$ cat config.mk
export PLATFORM = sky130hd
export DESIGN_NAME = pcie_core_debug_observe_bus
export DESIGN_NICKNAME = d
export VERILOG_FILES = /design/src/rtl/obs_pkg.sv /design/src/rtl/sticky_flags.sv /design/src/rtl/axil_slave.sv /design/src/rtl/pcie_core_debug_observe_bus.sv
export SDC_FILE = /design/constraint.sdc
export NUM_CORES = 1
export LEC_CHECK = 0
export BUFFER_PORTS_ARGS = -buffer_cell sky130_fd_sc_hd__clkbuf_2
export CORE_MARGIN = 2
export CORE_UTILIZATION = 46
export CTS_CLUSTER_DIAMETER = 120
export DETAILED_ROUTE_END_ITERATION = 8
export PLACE_DENSITY = 0.78
export SLEW_MARGIN = 0
export SYNTH_ARGS = -nofsm -noshare
export SYNTH_HDL_FRONTEND = slang
export SYNTH_SLANG_ARGS = --single-unit
$ cat constraint.sdc
create_clock -name aclk -period 2.1 [get_ports aclk]
set_clock_uncertainty 0.05 [all_clocks]
set_input_delay 0.21 -clock aclk [delete_from_list [all_inputs] [get_ports aclk]]
set_output_delay 0.21 -clock aclk [all_outputs]
set_load 0.03 [all_outputs]
$ cat src/rtl/obs_pkg.sv
// Purpose: Shared constants and carriers for the core debug observation bus
// Assumes: One core clock, synchronous active-low reset
// Notes:   Bus bit positions are the absolute positions of the debug vector
//
// Function
// Bits 37:14 carry completion requester ID when header-second-half and pulse.
// On header-first-half with pulse, top eight bits carry format and type.
// Bit 38 is the receive pulse; bits 37:0 meaningful only then.
// Bit 39 mirrors the global transmit request to the link layer.
// Bit 40 mirrors the link layer acknowledge of that request.
// Bit 41 mirrors the link layer request for next packet data.
// Bit 42 set when the packet in flight is to be nullified.
// Bits 50:43 carry the channel arbitration grant of the packet.
// Bit 51 is the transmit pulse; cadence follows lane count.
// Bits 55:52 carry the legacy power scheduler state code.
// Bit 56 flags wake message sent, endpoint mode only.
// Bit 57 flags wake message resent after timeout, endpoint only.
// Bit 58 flags transmission inhibited before low-power entry.
// Bits 62:59 carry power requests: L0 exit, L0s, L1, L2.
// Bits 64:63 carry power events: exit detected, entry complete.
// Bit 65 flags received wake message dropped, root port only.
// Bit 66 shows link up from training state machine.
// Bit 67 shows data link up from link control.
// Bits 74:68 show enabled channels one to seven.
// Bits 82:75 show per-channel initialization done.
// Bits 84:83 show receiver port error and training error.
// Reception state: bit0 header first half, bit1 second, bit2 payload.
// Bus sampled every cycle and held at zero in reset. Code holds the bus while freeze is set and zeroes it while blank is set.
package obs_pkg;

  // ---------------------------------------------------------------
  // Observation bus layout
  // ---------------------------------------------------------------
  localparam int OBS_LO         = 14;
  localparam int OBS_HI         = 84;
  localparam int REQID_LO       = 14;
  localparam int REQID_HI       = 37;
  localparam int REQID_W        = 24;
  localparam int FMT_W          = 8;
  localparam int RX_OK_BIT      = 38;
  localparam int TX_REQ_BIT     = 39;
  localparam int TX_ACK_BIT     = 40;
  localparam int TX_DREQ_BIT    = 41;
  localparam int TX_NULL_BIT    = 42;
  localparam int GRANT_LO       = 43;
  localparam int GRANT_HI       = 50;
  localparam int TX_OK_BIT      = 51;
  localparam int LPS_LO         = 52;
  localparam int LPS_HI         = 55;
  localparam int WAKE_SENT_BIT  = 56;
  localparam int WAKE_RESNT_BIT = 57;
  localparam int INHIBIT_BIT    = 58;
  localparam int PMREQ_LO       = 59;
  localparam int PMREQ_HI       = 62;
  localparam int PMEVT_LO       = 63;
  localparam int PMEVT_HI       = 64;
  localparam int WAKE_DROP_BIT  = 65;
  localparam int LINK_UP_BIT    = 66;
  localparam int DATALINK_ACTIVE_BIT      = 67;
  localparam int CHEN_LO        = 68;
  localparam int CHEN_HI        = 74;
  localparam int CHDONE_LO      = 75;
  localparam int CHDONE_HI      = 82;
  localparam int PHYERR_LO      = 83;
  localparam int PHYERR_HI      = 84;

  // Reception state qualifiers
  localparam int RXST_HDR01 = 0;
  localparam int RXST_HDR23 = 1;
  localparam int RXST_DATA  = 2;

  // Legacy power scheduler codes
  typedef enum logic [3:0] {
    LPS_L0_RST   = 4'h0,
    LPS_L0       = 4'h1,
    LPS_L1_IN0   = 4'h2,
    LPS_L1_IN1   = 4'h3,
    LPS_L0_IN    = 4'h4,
    LPS_L0_IN_WT = 4'h5,
    LPS_L23_IN0  = 4'h6,
    LPS_L23_IN1  = 4'h7,
    LPS_L23_RDY  = 4'h8
  } legacy_power_state_t;

  // ---------------------------------------------------------------
  // Register map
  // ---------------------------------------------------------------
  localparam int          AXI_AW     = 8;
  localparam int          CNT_W      = 16;
  localparam int          STICKY_W   = 5;
  localparam logic [7:0]  OFS_CTRL   = 8'h00;
  localparam logic [7:0]  OFS_OBS0   = 8'h04;
  localparam logic [7:0]  OFS_OBS1   = 8'h08;
  localparam logic [7:0]  OFS_OBS2   = 8'h0C;
  localparam logic [7:0]  OFS_RXCNT  = 8'h10;
  localparam logic [7:0]  OFS_TXCNT  = 8'h14;
  localparam logic [7:0]  OFS_STICKY = 8'h18;
  localparam logic [7:0]  OFS_PWR    = 8'h1C;
  localparam logic [7:0]  OFS_HDR    = 8'h20;
  localparam int          CTRL_FREEZE = 0;
  localparam int          CTRL_BLANK  = 1;
  localparam logic [1:0]  CTRL_RST    = 2'h0;
  localparam int          STK_RXPORT  = 0;
  localparam int          STK_TRAIN   = 1;
  localparam int          STK_DROP    = 2;
  localparam int          STK_NULL    = 3;
  localparam int          STK_RSVD    = 4;
  localparam logic [1:0]  RESP_OKAY   = 2'h0;
  localparam logic [1:0]  RESP_SLVERR = 2'h2;

  // ---------------------------------------------------------------
  // Carriers
  // ---------------------------------------------------------------
  typedef struct packed {
    logic [2:0]  rx_state;
    logic        rx_ok;
    logic [23:0] rx_reqid;
    logic [7:0]  rx_fmt_type;
    logic        tx_req;
    logic        tx_ack;
    logic        tx_dreq;
    logic        tx_nullify;
    logic [7:0]  tx_channel_grant;
    logic        tx_ok;
    logic [3:0]  legacy_power_state;
    logic        wake_sent;
    logic        wake_resent;
    logic        tx_inhibit;
    logic [3:0]  pm_request;
    logic [1:0]  pm_event;
    logic        wake_message_dropped;
    logic        link_up;
    logic        datalink_active;
    logic [6:0]  channel_enable_mask;
    logic [7:0]  channel_init_done;
    logic [1:0]  phy_error;
  } core_obs_t;

  typedef struct packed {
    logic [AXI_AW-1:0] awaddr;
    logic              awvalid;
    logic [31:0]       wdata;
    logic [3:0]        wstrb;
    logic              wvalid;
    logic              bready;
    logic [AXI_AW-1:0] araddr;
    logic              arvalid;
    logic              rready;
  } axil_req_t;

  typedef struct packed {
    logic        awready;
    logic        wready;
    logic [1:0]  bresp;
    logic        bvalid;
    logic        arready;
    logic [31:0] rdata;
    logic [1:0]  rresp;
    logic        rvalid;
  } axil_rsp_t;

  typedef struct packed {
    logic              aw_held;
    logic              w_held;
    logic [AXI_AW-1:0] awaddr;
    logic [31:0]       wdata;
    logic [3:0]        wstrb;
    axil_rsp_t         rsp;
  } axil_state_t;

  typedef struct packed {
    logic [OBS_HI:OBS_LO] obs;
    logic [1:0]           ctrl;
    logic [REQID_W-1:0]   hdr;
    logic [CNT_W-1:0]     rx_cnt;
    logic [CNT_W-1:0]     tx_cnt;
  } obs_state_t;

endpackage

$ cat src/rtl/sticky_flags.sv
// Purpose: Sticky event flags with write-one-to-clear
// Assumes: Set and clear are one-cycle strobes in the core clock
// Notes:   A set in the clear cycle survives
`timescale 1ns/1ps
`default_nettype none
module sticky_flags #(
  parameter int W = 4
) (
  input  wire logic         aclk,
  input  wire logic         aresetn,
  input  wire logic [W-1:0] set,
  input  wire logic [W-1:0] clr,
  output logic      [W-1:0] flags
);

  logic [W-1:0] next_flags;

  // Set wins so no event is lost to a racing clear
  always_comb begin
    next_flags = (flags & ~clr) | set;
  end

  always_ff @(posedge aclk) begin
    if (!aresetn) begin
      flags <= '0;
    end else begin
      flags <= next_flags;
    end
  end

endmodule
`default_nettype wire

$ cat src/rtl/axil_slave.sv
// Purpose: AXI4-Lite slave front end with one write and one read in flight
// Assumes: Register file answers read data and decode errors combinationally
// Notes:   Address and data channels are taken in either order
`timescale 1ns/1ps
`default_nettype none
module axil_slave
  import obs_pkg::*;
(
  input  wire logic              aclk,
  input  wire logic              aresetn,
  input  wire axil_req_t         req,
  output axil_rsp_t              rsp,
  output logic                   wr_fire,
  output logic [AXI_AW-1:0]      wr_addr,
  output logic [31:0]            wr_data,
  output logic [3:0]             wr_strb,
  input  wire logic              wr_err,
  output logic [AXI_AW-1:0]      rd_addr,
  input  wire logic [31:0]       rd_data,
  input  wire logic              rd_err
);

  axil_state_t s;
  axil_state_t next_s;

  // Register strobes come from held channel flops
  assign wr_fire = s.aw_held & s.w_held & ~s.rsp.bvalid;
  assign wr_addr = s.awaddr;
  assign wr_data = s.wdata;
  assign wr_strb = s.wstrb;
  assign rd_addr = req.araddr;
  assign rsp     = s.rsp;

  // Channel capture, response and ready generation
  always_comb begin
    next_s = s;
    if (req.awvalid && s.rsp.awready) begin
      next_s.aw_held = 1'b1;
      next_s.awaddr  = req.awaddr;
    end
    if (req.wvalid && s.rsp.wready) begin
      next_s.w_held = 1'b1;
      next_s.wdata  = req.wdata;
      next_s.wstrb  = req.wstrb;
    end
    if (wr_fire) begin
      next_s.aw_held   = 1'b0;
      next_s.w_held    = 1'b0;
      next_s.rsp.bvalid = 1'b1;
      next_s.rsp.bresp = wr_err ? RESP_SLVERR : RESP_OKAY;
    end else if (s.rsp.bvalid && req.bready) begin
      next_s.rsp.bvalid = 1'b0;
    end
    if (req.arvalid && s.rsp.arready) begin
      next_s.rsp.rvalid = 1'b1;
      next_s.rsp.rdata  = rd_data;
      next_s.rsp.rresp  = rd_err ? RESP_SLVERR : RESP_OKAY;
    end else if (s.rsp.rvalid && req.rready) begin
      next_s.rsp.rvalid = 1'b0;
    end
    // Ready is registered from the next state, so it opens on the same edge a channel frees
    next_s.rsp.awready = ~next_s.aw_held & ~next_s.rsp.bvalid;
    next_s.rsp.wready  = ~next_s.w_held & ~next_s.rsp.bvalid;
    next_s.rsp.arready = ~next_s.rsp.rvalid;
  end

  always_ff @(posedge aclk) begin
    if (!aresetn) begin
      s <= '0;
    end else begin
      s <= next_s;
    end
  end

endmodule
`default_nettype wire

$ cat src/rtl/pcie_core_debug_observe_bus.sv
// Purpose: Debug observation slice, bits 84:14, of the core test vector
// Assumes: Core status inputs are synchronous to aclk
// Notes:   Every bus bit is a register, so all fields show one cycle late
`timescale 1ns/1ps
`default_nettype none
module pcie_core_debug_observe_bus
  import obs_pkg::*;
(
  input  wire logic                  aclk,
  input  wire logic                  aresetn,
  input  wire core_obs_t             core,
  input  wire logic                  root_port_mode,
  input  wire axil_req_t             axil_req,
  output axil_rsp_t                  axil_rsp,
  output logic [OBS_HI:OBS_LO]       observe_bus
);

  // ---------------------------------------------------------------
  // Decode helpers
  // ---------------------------------------------------------------

  // Word address match, low two bits ignored
  function automatic logic hit(input logic [AXI_AW-1:0] a,
                               input logic [7:0]        ofs);
    hit = (a[AXI_AW-1:2] == ofs[AXI_AW-1:2]);
  endfunction

  // Known register address
  function automatic logic mapped(input logic [AXI_AW-1:0] a);
    mapped = hit(a, OFS_CTRL)  | hit(a, OFS_OBS0)   | hit(a, OFS_OBS1) |
             hit(a, OFS_OBS2)  | hit(a, OFS_RXCNT)  | hit(a, OFS_TXCNT) |
             hit(a, OFS_STICKY) | hit(a, OFS_PWR)   | hit(a, OFS_HDR);
  endfunction

  // Codes past the last scheduler state are reserved
  function automatic logic lps_reserved(input logic [3:0] code);
    lps_reserved = (code > LPS_L23_RDY);
  endfunction

  // ---------------------------------------------------------------
  // State and bus slave
  // ---------------------------------------------------------------
  obs_state_t            s;
  obs_state_t            next_s;
  logic                  wr_fire;
  logic [AXI_AW-1:0]     wr_addr;
  logic [31:0]           wr_data;
  logic [3:0]            wr_strb;
  logic [AXI_AW-1:0]     rd_addr;
  logic [31:0]           rd_data;
  logic                  rd_err;
  logic                  wr_err;
  logic [STICKY_W-1:0]   stk_set;
  logic [STICKY_W-1:0]   stk_clr;
  logic [STICKY_W-1:0]   stk;
  logic [OBS_HI:OBS_LO]  live;
  logic [REQID_W-1:0]    next_hdr;
  logic                  endpoint;

  axil_slave u_axil (
    .aclk    (aclk),
    .aresetn (aresetn),
    .req     (axil_req),
    .rsp     (axil_rsp),
    .wr_fire (wr_fire),
    .wr_addr (wr_addr),
    .wr_data (wr_data),
    .wr_strb (wr_strb),
    .wr_err  (wr_err),
    .rd_addr (rd_addr),
    .rd_data (rd_data),
    .rd_err  (rd_err)
  );

  sticky_flags #(
    .W (STICKY_W)
  ) u_sticky (
    .aclk    (aclk),
    .aresetn (aresetn),
    .set     (stk_set),
    .clr     (stk_clr),
    .flags   (stk)
  );

  assign endpoint = ~root_port_mode;
  assign wr_err   = ~mapped(wr_addr);
  assign observe_bus = s.obs;

  // ---------------------------------------------------------------
  // Receive header field
  // ---------------------------------------------------------------

  // Held between pulses so the field never shows a half-formed header
  always_comb begin
    next_hdr = s.hdr;
    if (core.rx_ok && core.rx_state[RXST_HDR23]) begin
      next_hdr = core.rx_reqid;
    end
    // Header first half outranks if both halves arrive together
    if (core.rx_ok && core.rx_state[RXST_HDR01]) begin
      next_hdr[REQID_W-1 -: FMT_W] = core.rx_fmt_type;
    end
  end

  // ---------------------------------------------------------------
  // Live field packing
  // ---------------------------------------------------------------

  // Mirrors of receive header, transmit handshakes, power management and link status
  always_comb begin
    live = '0;
    live[REQID_HI:REQID_LO]   = next_hdr;
    live[RX_OK_BIT]           = core.rx_ok;
    live[TX_REQ_BIT]          = core.tx_req;
    live[TX_ACK_BIT]          = core.tx_ack;
    live[TX_DREQ_BIT]         = core.tx_dreq;
    live[TX_NULL_BIT]         = core.tx_nullify;
    live[GRANT_HI:GRANT_LO]   = core.tx_channel_grant;
    live[TX_OK_BIT]           = core.tx_ok;
    live[LPS_HI:LPS_LO]       = core.legacy_power_state;
    live[WAKE_SENT_BIT]       = core.wake_sent & endpoint;
    live[WAKE_RESNT_BIT]      = core.wake_resent & endpoint;
    live[INHIBIT_BIT]         = core.tx_inhibit;
    live[PMREQ_HI:PMREQ_LO]   = core.pm_request;
    live[PMEVT_HI:PMEVT_LO]   = core.pm_event;
    live[WAKE_DROP_BIT]       = core.wake_message_dropped &
                                root_port_mode;
    live[LINK_UP_BIT]         = core.link_up;
    live[DATALINK_ACTIVE_BIT]           = core.datalink_active;
    live[CHEN_HI:CHEN_LO]     = core.channel_enable_mask;
    live[CHDONE_HI:CHDONE_LO] = core.channel_init_done;
    live[PHYERR_HI:PHYERR_LO] = core.phy_error;
  end

  // ---------------------------------------------------------------
  // Sticky event capture
  // ---------------------------------------------------------------

  // Short error pulses are easy to miss on a free-running capture
  always_comb begin
    stk_set = '0;
    stk_set[STK_RXPORT] = core.phy_error[0];
    stk_set[STK_TRAIN]  = core.phy_error[1];
    stk_set[STK_DROP]   = core.wake_message_dropped & root_port_mode;
    stk_set[STK_NULL]   = core.tx_nullify;
    stk_set[STK_RSVD]   = lps_reserved(core.legacy_power_state);
    stk_clr = '0;
    if (wr_fire && hit(wr_addr, OFS_STICKY) && wr_strb[0]) begin
      stk_clr = wr_data[STICKY_W-1:0];
    end
  end

  // ---------------------------------------------------------------
  // Register read mux
  // ---------------------------------------------------------------

  // Unmapped reads return zero with an error response
  always_comb begin
    rd_data = 32'h0000_0000;
    rd_err  = 1'b0;
    if (hit(rd_addr, OFS_CTRL)) begin
      rd_data[1:0] = s.ctrl;
    end else if (hit(rd_addr, OFS_OBS0)) begin
      rd_data = s.obs[OBS_LO+31:OBS_LO];
    end else if (hit(rd_addr, OFS_OBS1)) begin
      rd_data = s.obs[OBS_LO+63:OBS_LO+32];
    end else if (hit(rd_addr, OFS_OBS2)) begin
      rd_data[OBS_HI-OBS_LO-64:0] = s.obs[OBS_HI:OBS_LO+64];
    end else if (hit(rd_addr, OFS_RXCNT)) begin
      rd_data[CNT_W-1:0] = s.rx_cnt;
    end else if (hit(rd_addr, OFS_TXCNT)) begin
      rd_data[CNT_W-1:0] = s.tx_cnt;
    end else if (hit(rd_addr, OFS_STICKY)) begin
      rd_data[STICKY_W-1:0] = stk;
    end else if (hit(rd_addr, OFS_PWR)) begin
      rd_data[3:0]  = s.obs[LPS_HI:LPS_LO];
      rd_data[4]    = lps_reserved(s.obs[LPS_HI:LPS_LO]);
      rd_data[8:5]  = s.obs[PMREQ_HI:PMREQ_LO];
      rd_data[10:9] = s.obs[PMEVT_HI:PMEVT_LO];
    end else if (hit(rd_addr, OFS_HDR)) begin
      rd_data[REQID_W-1:0] = s.hdr;
    end else begin
      rd_err = 1'b1;
    end
  end

  // ---------------------------------------------------------------
  // Next state
  // ---------------------------------------------------------------

  // Freeze holds the last view for a slow reader; blank forces zero
  always_comb begin
    next_s = s;
    next_s.hdr = next_hdr;
    if (s.ctrl[CTRL_BLANK]) begin
      next_s.obs = '0;
    end else if (!s.ctrl[CTRL_FREEZE]) begin
      next_s.obs = live;
    end
    // Pulse counters wrap; they give a rate, not a total
    if (core.rx_ok) begin
      next_s.rx_cnt = s.rx_cnt + 1'b1;
    end
    if (core.tx_ok) begin
      next_s.tx_cnt = s.tx_cnt + 1'b1;
    end
    if (wr_fire && hit(wr_addr, OFS_CTRL) && wr_strb[0]) begin
      next_s.ctrl = wr_data[1:0];
    end
  end

  // Synchronous reset zeroes the whole view
  always_ff @(posedge aclk) begin
    if (!aresetn) begin
      s      <= '0;
      s.ctrl <= CTRL_RST;
    end else begin
      s <= next_s;
    end
  end

endmodule
`default_nettype wire

After elaboration in Yosys (flattened, before gate mapping). Cells that the tools add are included.

Register bits after elaboration: 191. Input bits: 142. Output and inout bits: 112. Word-level logic and storage cells: 130.

$add $sub $neg: 2. Magnitude comparators: 2. Eq/ne operators: 16. Multiplexer cells: 52. Bitwise gates (word level): 25. Reduce and logical (&&, ||, !) cells: 14.

Operators by type and width (count): $mux 24 (11); $mux 11 (8); $eq 6x3->1 const B (8); $add 16x1->16 const B (2); $mux 16 (2); $mux 32 (1); $mux 8 (4); $mux 30 (1); $eq 6x2->1 const B (4); $mux 19 (1); $mux 17 (1); $mux 1 (15); $mux 13 (1); $eq 6x1->1 const B (2); $eq 6x4->1 const B (2); $logic_not 6->1 (2); $logic_and 1x1->1 (11); $mux 5 (2); $gt 4x4->1 const B (2); $mux 2 (4); $or 1x1->1 (8); $and 1x1->1 (7); $mux 7 (1); $not 1->1 (7); 4 further kinds (4).

Logic depth before layout (Yosys ltp). Gate-level depths: netlist of run 1.

Depth after elaboration: 25. Depth in mapped cells: 8. Depth with buffers taken out: 6.

Hierarchy. Synthesis of run 1 repeated with hierarchy kept, for this count alone.

Cells, all modules: 1238. Area, all modules: 10884.2 um2.

Modules (own cells, without submodules): pcie_core_debug_observe_bus (times used 1, cells an instance 765, area an instance 6722.7 um2); axil_slave (times used 1, cells an instance 458, area an instance 3955.0 um2); sticky_flags (times used 1, cells an instance 15, area an instance 206.4 um2).

Worst setup path after synthesis of run 1. No wires, ideal clock.

Path type: input-to-reg. Start: in axil_req[6] (netlist bit). End: reg u_axil.s (netlist bit u_axil.rsp[7]). Library setup time: 115 ps. Arrival time: 1577 ps. Data required time: 1935 ps. Path slack: 358 ps. Cell stages on the path: 6. Cell sequence: buf_4 -> or4b_4 -> or4_1 -> o211ai_1 -> o221ai_1 -> and3_1.

Word-level cells in the longest chain between the ends: 25. Elaborated cells on any way between the ends: 33. Classes of those cells: eq/ne (8); mux (24); reduce/logical (1).

RTL lines: from (decl) (line pcie_core_debug_observe_bus.sv:13) `input wire axil_req_t axil_req,`; $eq 6x4->1 (line pcie_core_debug_observe_bus.sv:25) `hit = (a[AXI_AW-1:2] == ofs[AXI_AW-1:2]);`; $mux 24 (line pcie_core_debug_observe_bus.sv:180) `end else if (hit(rd_addr, OFS_HDR)) begin`; $mux 24 (line pcie_core_debug_observe_bus.sv:175) `end else if (hit(rd_addr, OFS_PWR)) begin`; $mux 24 (line pcie_core_debug_observe_bus.sv:173) `end else if (hit(rd_addr, OFS_STICKY)) begin`; $mux 24 (line pcie_core_debug_observe_bus.sv:171) `end else if (hit(rd_addr, OFS_TXCNT)) begin`; $mux 24 (line pcie_core_debug_observe_bus.sv:169) `end else if (hit(rd_addr, OFS_RXCNT)) begin`; $mux 24 (line pcie_core_debug_observe_bus.sv:167) `end else if (hit(rd_addr, OFS_OBS2)) begin`; $mux 24 (line pcie_core_debug_observe_bus.sv:165) `end else if (hit(rd_addr, OFS_OBS1)) begin`; (+9 left out); $mux 11 (line pcie_core_debug_observe_bus.sv:161) `if (hit(rd_addr, OFS_CTRL)) begin`; $mux 5 (line pcie_core_debug_observe_bus.sv:173); $mux 16 (line pcie_core_debug_observe_bus.sv:171); $mux 16 (line pcie_core_debug_observe_bus.sv:169); $mux 7 (line pcie_core_debug_observe_bus.sv:167); $mux 24 (line pcie_core_debug_observe_bus.sv:165); $mux 32 (line pcie_core_debug_observe_bus.sv:163) `end else if (hit(rd_addr, OFS_OBS0)) begin`; $mux 30 * (line pcie_core_debug_observe_bus.sv:161); to (signal assigned) (line axil_slave.sv:71) `s <= next_s;`; to (decl) (line axil_slave.sv:23) `axil_state_t s;`.

Mark *: on every way between the ends. The rest lies on a longest branch, timed or not. The select of a mux whose other input is x is not followed. A chain may end at the register's enable or synchronous reset.

Worst setup path after layout of run 1.
Start: reg s[18] (netlist bit). End: reg s[31] (netlist bit).

Word-level cells in the longest chain between the ends: 1.

RTL lines: from (decl) (line pcie_core_debug_observe_bus.sv:43) `obs_state_t s;`; from (signal assigned) (line pcie_core_debug_observe_bus.sv:218) `s <= next_s;`; $add 16x1->16 (line pcie_core_debug_observe_bus.sv:202) `next_s.rx_cnt = s.rx_cnt + 1'b1;`.

No other way between the ends.

==> flow_metrics.env, run 1 <==
export IMPL_layoutNonFillerInstCount=1424
export IMPL_timing_critical_path_slowest_stage_cell="dfxtp_1"
export IMPL_cpPeakStageDelay_ns=0.44
export IMPL_path_clk_slew_ns=0.07
export IMPL_fp_dieH_um=143
export IMPL_power_frac_clock=0.402
export IMPL_drc_errors=0
export IMPL_async_flop_share=0
export IMPL_vias_per_cell=5.49
export IMPL_netSwitchingFraction=0.269
export IMPL_drt_initial_drc_count=570
export IMPL_cp_start_kind="register"
export IMPL_postCtsResizedCells=0
export IMPL_status="complete, no violations"
export IMPL_synth_seq_cells=187
export IMPL_io_buffers=216
export IMPL_dieWidth_um=143
export IMPL_post_route_period_util=0.850
export IMPL_crit_path_max_fanout=5
export IMPL_drv_cap=0
export IMPL_wirelength_mm=25.6
export IMPL_grt_overflow=0
export IMPL_io_pins=254
export IMPL_setup_tns_final_ns=0
export IMPL_worstSetupEndpointType="register"
export IMPL_cts_sinks=187
export IMPL_initial_core_util=0.470
export IMPL_drive_gt1_frac=0.245
export IMPL_avgSynthCellArea_sq_um=8.57
export IMPL_dr_pass1_iters=5
export IMPL_switchingPower_mw=2.15
export IMPL_yosysSeqAreaShare=0.424
export IMPL_place_congestion=0.963
export IMPL_syn_area_sq_um=8830
export IMPL_arrival_ns=2.04
export IMPL_grt_pass1_wl_mm=39.5
export IMPL_dp_slack_ns=0.178
export IMPL_rsz0062_at_grt="false"
export IMPL_clock_latency_ns=0.43
export IMPL_placed_cell_area_sq_um=9370
export IMPL_dp_hpwl_mm=18.0
export IMPL_fin_crit_ns=1.78
export IMPL_design_die_area_sq_um=20300
export IMPL_synth_edf_count=0
export IMPL_cts_tree="done"
export IMPL_crit_chain="nand4_1 -> nor4_1 -> buf_4 -> nand3_1 -> xor2_1 -> nor2_1"
export IMPL_synth_cell_types=48
export IMPL_drtAntennaViolNets=0
export IMPL_finalMaxSlewViolations=0
export IMPL_final_hold_viol_count=0
export IMPL_critPathKind="reg2reg"
export IMPL_antenna_found_initial=1
export IMPL_setup_ws_ns=0.315
export IMPL_finalPower_mw=8.01
export IMPL_max_slew_margin=0.356
export IMPL_dp_cells=1334
export IMPL_pwr_share_seq=0.477
export IMPL_fp_row_count=50
export IMPL_cts_htree_levels=4
export IMPL_ir_worst_vdd_uv=442
export IMPL_worstHoldPathType="in2reg"
export IMPL_worst_pin_slew_ns=0.962
export IMPL_p_comb_frac=0.121
export IMPL_setup_viol=0
export IMPL_finalInstanceArea_sq_um=10500
export IMPL_wl_per_cell_um=18.0
export IMPL_p_int_mw=5.86
export IMPL_cts_root_buf="clkbuf_16"
export IMPL_critPathLaunch="s[18]"
export IMPL_grt_pass1_vias=7487
export IMPL_regToRegStartpoint="s[18]"
export IMPL_grt_start_max_net_pins=55
export IMPL_synthFlopType="dfxtp_1"
export IMPL_crit_buf_inv=1
export IMPL_yosys_warnings=0
export IMPL_leakage_nw=4.47
export IMPL_vias=7812
export IMPL_grt_usage=0.250
export IMPL_power_density_nw_per_um2=761
export IMPL_syn_inst=1030
export IMPL_numCtsBuffers=17
export IMPL_holdCritStartpoint="core[12]"
export IMPL_critPathTopFamily="simple AND/OR/NAND/NOR gates"
export IMPL_fmax_ghz=0.560
export IMPL_clock_path_buffers=2
export IMPL_core_area_sq_um=18800
export IMPL_final_nets=1320
export IMPL_syn2layout_area_growth_pct=19.3
export IMPL_crit_required_ns=2.35
-- layout make-up --
class | instances | area (sq um)
fillers | 1680 | 8240
multi-input cells | 660 | 3970
flip-flops and latches | 187 | 3750
repair buffers | 302 | 1910
clock buffers | 19 | 443
well taps | 234 | 293
clock inverters | 13 | 139
inverters | 8 | 30.0
diodes | 1 | 2.50
-- cells in the mapped netlist (3+ instances only) --
library cell  number  area share
a211oi_1           5      0.0043
a21oi_1           64       0.036
a221o_1            5      0.0057
a22oi_1           43       0.037
a31oi_1            4      0.0028
and2_1            13      0.0092
and3_1            11      0.0078
buf_1              5      0.0021
buf_2             10      0.0057
buf_4            113       0.096
clkbuf_1          48       0.020
dfxtp_1          187        0.42
inv_1              7      0.0030
mux2_2             5      0.0064
mux2i_1           87       0.099
nand2_1           61       0.026
nand2b_1          11      0.0078
nand3_1           30       0.017
nand4_1            6      0.0043
nor2_1           173       0.074
nor2b_1            6      0.0043
nor3_1            27       0.015
nor4_1             5      0.0035
o211ai_1           3      0.0026
o21ai_0           29       0.016
o31ai_1            9      0.0077
o32ai_1            7      0.0069
xnor2_1           14       0.014
xor2_1            16       0.016
-- timing repair --
| action | in CTS | in global routing |
|---|---|---|
| hold endpoints to repair | 58 | 0 |
| hold buffers | 57 | 0 |
| endpoints found under the setup margin | 0 | 0 |
| setup buffers | 0 | 0 |
-- flip-flops by register name, summed over array words and instances (netlist names) --
| register | flops |
|---|---|
| s | 58 |
| u_axil.wr_strb | 1 |
| u_axil.wr_addr | 6 |
| observe_bus | 71 |
| u_sticky.flags | 5 |
| u_axil.rsp | 39 |
| u_axil.s | 2 |
| u_axil.wr_data | 5 |
-- cells in the final DEF, fill, tap and decap left out, types with 3 or more instances in the layout --
| cell type | netlist | routed |
|---|---|---|
| nand2b_1 | 11 | 10 |
| mux2_2 | 5 | 5 |
| a31oi_1 | 4 | 4 |
| nor2_1 | 173 | 173 |
| a21oi_1 | 64 | 64 |
| o31ai_1 | 9 | 9 |
| clkinv_2 | 0 | 4 |
| mux2i_1 | 87 | 87 |
| nor2b_1 | 6 | 4 |
| o32ai_1 | 7 | 7 |
| a221o_1 | 5 | 5 |
| and3_1 | 11 | 11 |
| dfxtp_1 | 187 | 186 |
| nand4_1 | 6 | 6 |
| clkbuf_16 | 0 | 17 |
| buf_12 | 0 | 3 |
| a22oi_1 | 43 | 43 |
| nor3_1 | 27 | 27 |
| o211ai_1 | 3 | 3 |
| nor4_1 | 5 | 5 |
| a211oi_1 | 5 | 5 |
| xor2_1 | 16 | 16 |
| buf_4 | 113 | 26 |
| nand3_1 | 30 | 30 |
| and2_1 | 13 | 13 |
| dlygate4sd3_1 | 0 | 57 |
| clkbuf_2 | 0 | 216 |
| inv_6 | 0 | 4 |
| inv_1 | 7 | 7 |
| o21ai_0 | 29 | 29 |
| xnor2_1 | 14 | 14 |
| nand2_1 | 61 | 61 |
-- logic make-up (layout without fill, tap and decap cells) --
logic type      count (synthesis)  in the layout  synth area share
fa+ha+maj                       2              2           0.00283
other cells                     1              3          0.000425
simple gates                  352            352             0.178
buf+inv                       184            342             0.128
flops                         187            187             0.424
mux                            92             92             0.105
compound gates                182            182             0.132
xor+xnor                       30             30            0.0298
-- metrics by stage --
| step | utilization | hold WS, ns |
|---|---|---|
| after floorplan | - | 0.277 |
| after global placement | 0.499 | 0.389 |
| after detailed placement | 0.499 | 0.392 |
| after CTS | 0.561 | 0.00289 |
| after global routing | 0.561 | 0.0156 |
| final | 0.561 | 0.0127 |
-- worst reg2reg max path, stage by stage (launching register included) --
cell and delay (ns):
dfxtp_1 0.44, nand4_1 0.26, nor4_1 0.42, buf_4 0.20, nand3_1 0.09, xor2_1 0.14, nor2_1 0.05
-- power groups by stage --
stage	clock network, mW	registers [mW]	logic [mW]
finish	3.22	3.82	0.972
global route	3.40	3.83	1.05
CTS	3.25	3.82	0.961
detailed placement	0	3.90	0.874
global placement	0	3.89	0.860
floorplan	0	3.84	0.693
-- worst paths after layout --
check	end	slack, ns	cells past startpoint
hold / removal	observe_bus[70]	0.01	3
hold reg to reg	u_axil.rsp[5]	0.41	2
setup / recovery	s[31]	0.32	6
setup reg to reg	s[31]	0.32	6
-- routing by layer --
layer | track usage | share of wire | up-vias | wire, um
met3 | 0.0606 | 0.079 | 49 | 2030
met2 | 0.423 | 0.48 | 368 | 12300
met5 | 0 | 0 | - | 0
met1 | 0.309 | 0.41 | 3665 | 10600
met4 | 0.0969 | 0.029 | 0 | 752
li1 | - | - | 3730 | -
(Power assumes the default switching activity.)
==> run 2, diff against run 1 <==
- clock period: 2.1 -> 1.8 ns (I/O delays scaled with it)
==> run 2 against run 1 <==
  * Maximum frequency is 7.1% higher
  * Cell count up 2.6%
  * Sequential power up 16%
  * Critical path depth up 1
  * Highest routed layer unchanged
  * Sequential share of layout area decreased by 1.4 points
  * Flip-flop and latch count stayed put
  * Critical endpoint is now s[10]
  * Die area stayed put
  * Combinational power rose by 26%
  * Hold slack improved by 0.0015 ns
  * Largest cell class unchanged
  * Largest power group unchanged
  * Utilization rose by 2.3 points
  * Via count rose by 2.5%
==> flow_metrics.env, run 2 (synthesis gave the netlist of run 1 again) <==
export IMPL_crit_chain="ha_1 -> nand4_1 -> nor3_1 -> buf_4 -> nand3_1 -> xnor2_1 -> and2_1"
export IMPL_worstSetupEndpointType="register"
export IMPL_leakage_nw=4.69
export IMPL_crit_required_ns=2.07
export IMPL_post_route_period_util=0.926
export IMPL_cts_tree="done"
export IMPL_most_common_layout_cells="216 x clkbuf_2, 186 x dfxtp_1, 172 x nor2_1"
export IMPL_drv_cap=0
export IMPL_initial_core_util=0.470
export IMPL_cp_start_kind="register"
export IMPL_drc_errors=0
export IMPL_cts_sinks=187
export IMPL_vias_per_cell=5.48
export IMPL_arrival_ns=1.94
export IMPL_antenna_found_initial=1
export IMPL_fp_row_count=50
export IMPL_pwr_share_seq=0.458
export IMPL_clock_latency_ns=0.43
export IMPL_grt_usage=0.256
export IMPL_netSwitchingFraction=0.257
export IMPL_drt_initial_drc_count=776
export IMPL_dp_hpwl_mm=18.4
export IMPL_setup_ws_ns=0.133
export IMPL_drtAntennaViolNets=0
export IMPL_worstHoldPathType="in2reg"
export IMPL_fmax_ghz=0.600
export IMPL_grt_start_max_net_pins=52
export IMPL_place_congestion=0.909
export IMPL_switchingPower_mw=2.50
export IMPL_path_clk_slew_ns=0.07
export IMPL_status="complete, no violations"
export IMPL_critPathKind="reg2reg"
export IMPL_grt_overflow=0
export IMPL_power_frac_clock=0.417
export IMPL_p_comb_frac=0.126
export IMPL_largest_register_ffs=71
export IMPL_cts_htree_levels=4
export IMPL_ir_worst_vdd_uv=640
export IMPL_finalMaxSlewViolations=0
export IMPL_final_hold_viol_count=0
export IMPL_dp_slack_ns=-0.109
export IMPL_setup_viol=0
export IMPL_fp_dieH_um=143
export IMPL_wl_per_cell_um=17.9
export IMPL_dieWidth_um=143
export IMPL_setup_tns_final_ns=0
export IMPL_clock_path_buffers=2
export IMPL_io_buffers=216
export IMPL_p_int_mw=7.21
export IMPL_vias=8010
export IMPL_grt_pass1_wl_mm=40.7
export IMPL_dp_cells=1360
export IMPL_crit_path_max_fanout=5
export IMPL_grt_pass1_vias=7814
export IMPL_worst_pin_slew_ns=0.616
export IMPL_dr_pass1_iters=8
export IMPL_cpPeakStageDelay_ns=0.43
export IMPL_max_slew_margin=0.589
export IMPL_drive_gt1_frac=0.259
export IMPL_final_nets=1357
export IMPL_rsz0062_at_grt="false"
export IMPL_io_pins=254
export IMPL_design_die_area_sq_um=20300
export IMPL_timing_critical_path_slowest_stage_cell="dfxtp_1"
export IMPL_numCtsBuffers=17
export IMPL_cts_setup_buffers=0
export IMPL_syn2layout_area_growth_pct=24.2
export IMPL_cts_root_buf="clkbuf_16"
export IMPL_fin_crit_ns=1.67
export IMPL_final_common_cell="clkbuf_2"
export IMPL_power_density_nw_per_um2=887
export IMPL_wirelength_mm=26.1
export IMPL_layoutNonFillerInstCount=1461
export IMPL_core_area_sq_um=18800
==> run 2: cell count changes in the layout (fill, tap and decap cells not counted), sizes merged <==
cell / delta
bufinv: +2
inv: -1
clkinv: -2
buf: +26
clkbuf: +1
dlygate4sd3: +11
==> run 2: repair_timing <==
| action | CTS | global route |
|---|---|---|
| hold endpoints to repair | 72 | 0 |
| hold buffers | 68 | 0 |
| setup endpoints to repair | 0 | 9 |
| resized for setup | 0 | 2 |
==> run 2: cell type report <==
cell class / count / area (sq um)
antenna: 1 / 2.50
clock inverter: 12 / 184
fill: 1633 / 7810
clock buffer: 20 / 457
inverter: 8 / 30.0
tap: 234 / 293
multi-input combinational: 660 / 3970
timing repair buffer: 339 / 2270
sequential: 187 / 3750
==> run 2: power by group through the flow <==
stage / clock [mW] / sequential, mW / combinational, mW
after floorplan: 0 / 4.48 / 0.808
final: 4.05 / 4.45 / 1.22
after detailed placement: 0 / 4.54 / 1.08
after CTS: 4.12 / 4.44 / 1.20
after global routing: 4.28 / 4.46 / 1.31
after global placement: 0 / 4.53 / 1.06
==> run 2: critical path, delay by kind of cell, from the launching register on <==
kind                     cells  cell delay, ns
adder cells (fa/ha/maj)      1            0.20
AND/OR/NAND/NOR              4            0.57
buffers and inverters        1            0.16
flip-flops                   1            0.43
XOR/XNOR                     1            0.15
==> run 2: path summary, 6_finish.rpt <==
kind | from | end | slack (ns) | depth (start not counted)
max | s[1] | s[10] | 0.13 | 7
min | core[19] | u_sticky.flags[2] | 0.01 | 3
max reg2reg | s[1] | s[10] | 0.13 | 7
min reg2reg | u_axil.wr_addr[7] | u_axil.wr_addr[7] | 0.41 | 2
==> run 2: layer usage <==
metal | track usage | vias up | wire (um)
met5 | 0 | - | 0
met1 | 0.313 | 3801 | 10500
li1 | - | 3809 | -
met2 | 0.440 | 351 | 12900
met3 | 0.0697 | 49 | 2170
met4 | 0.0766 | 0 | 563
==> run 2: through the flow <==
stage          instance area, sq um   util  hold slack, ns  power (mW)
2_1_floorplan                  8830      -           0.247        5.29
3_3_place_gp                   9630  0.513           0.359        5.59
3_5_place_dp                   9630  0.513           0.367        5.62
4_1_cts                       11000  0.584        0.000172        9.76
5_1_grt                       11000  0.584          0.0117        10.1
6_report                      11000  0.584          0.0141        9.72
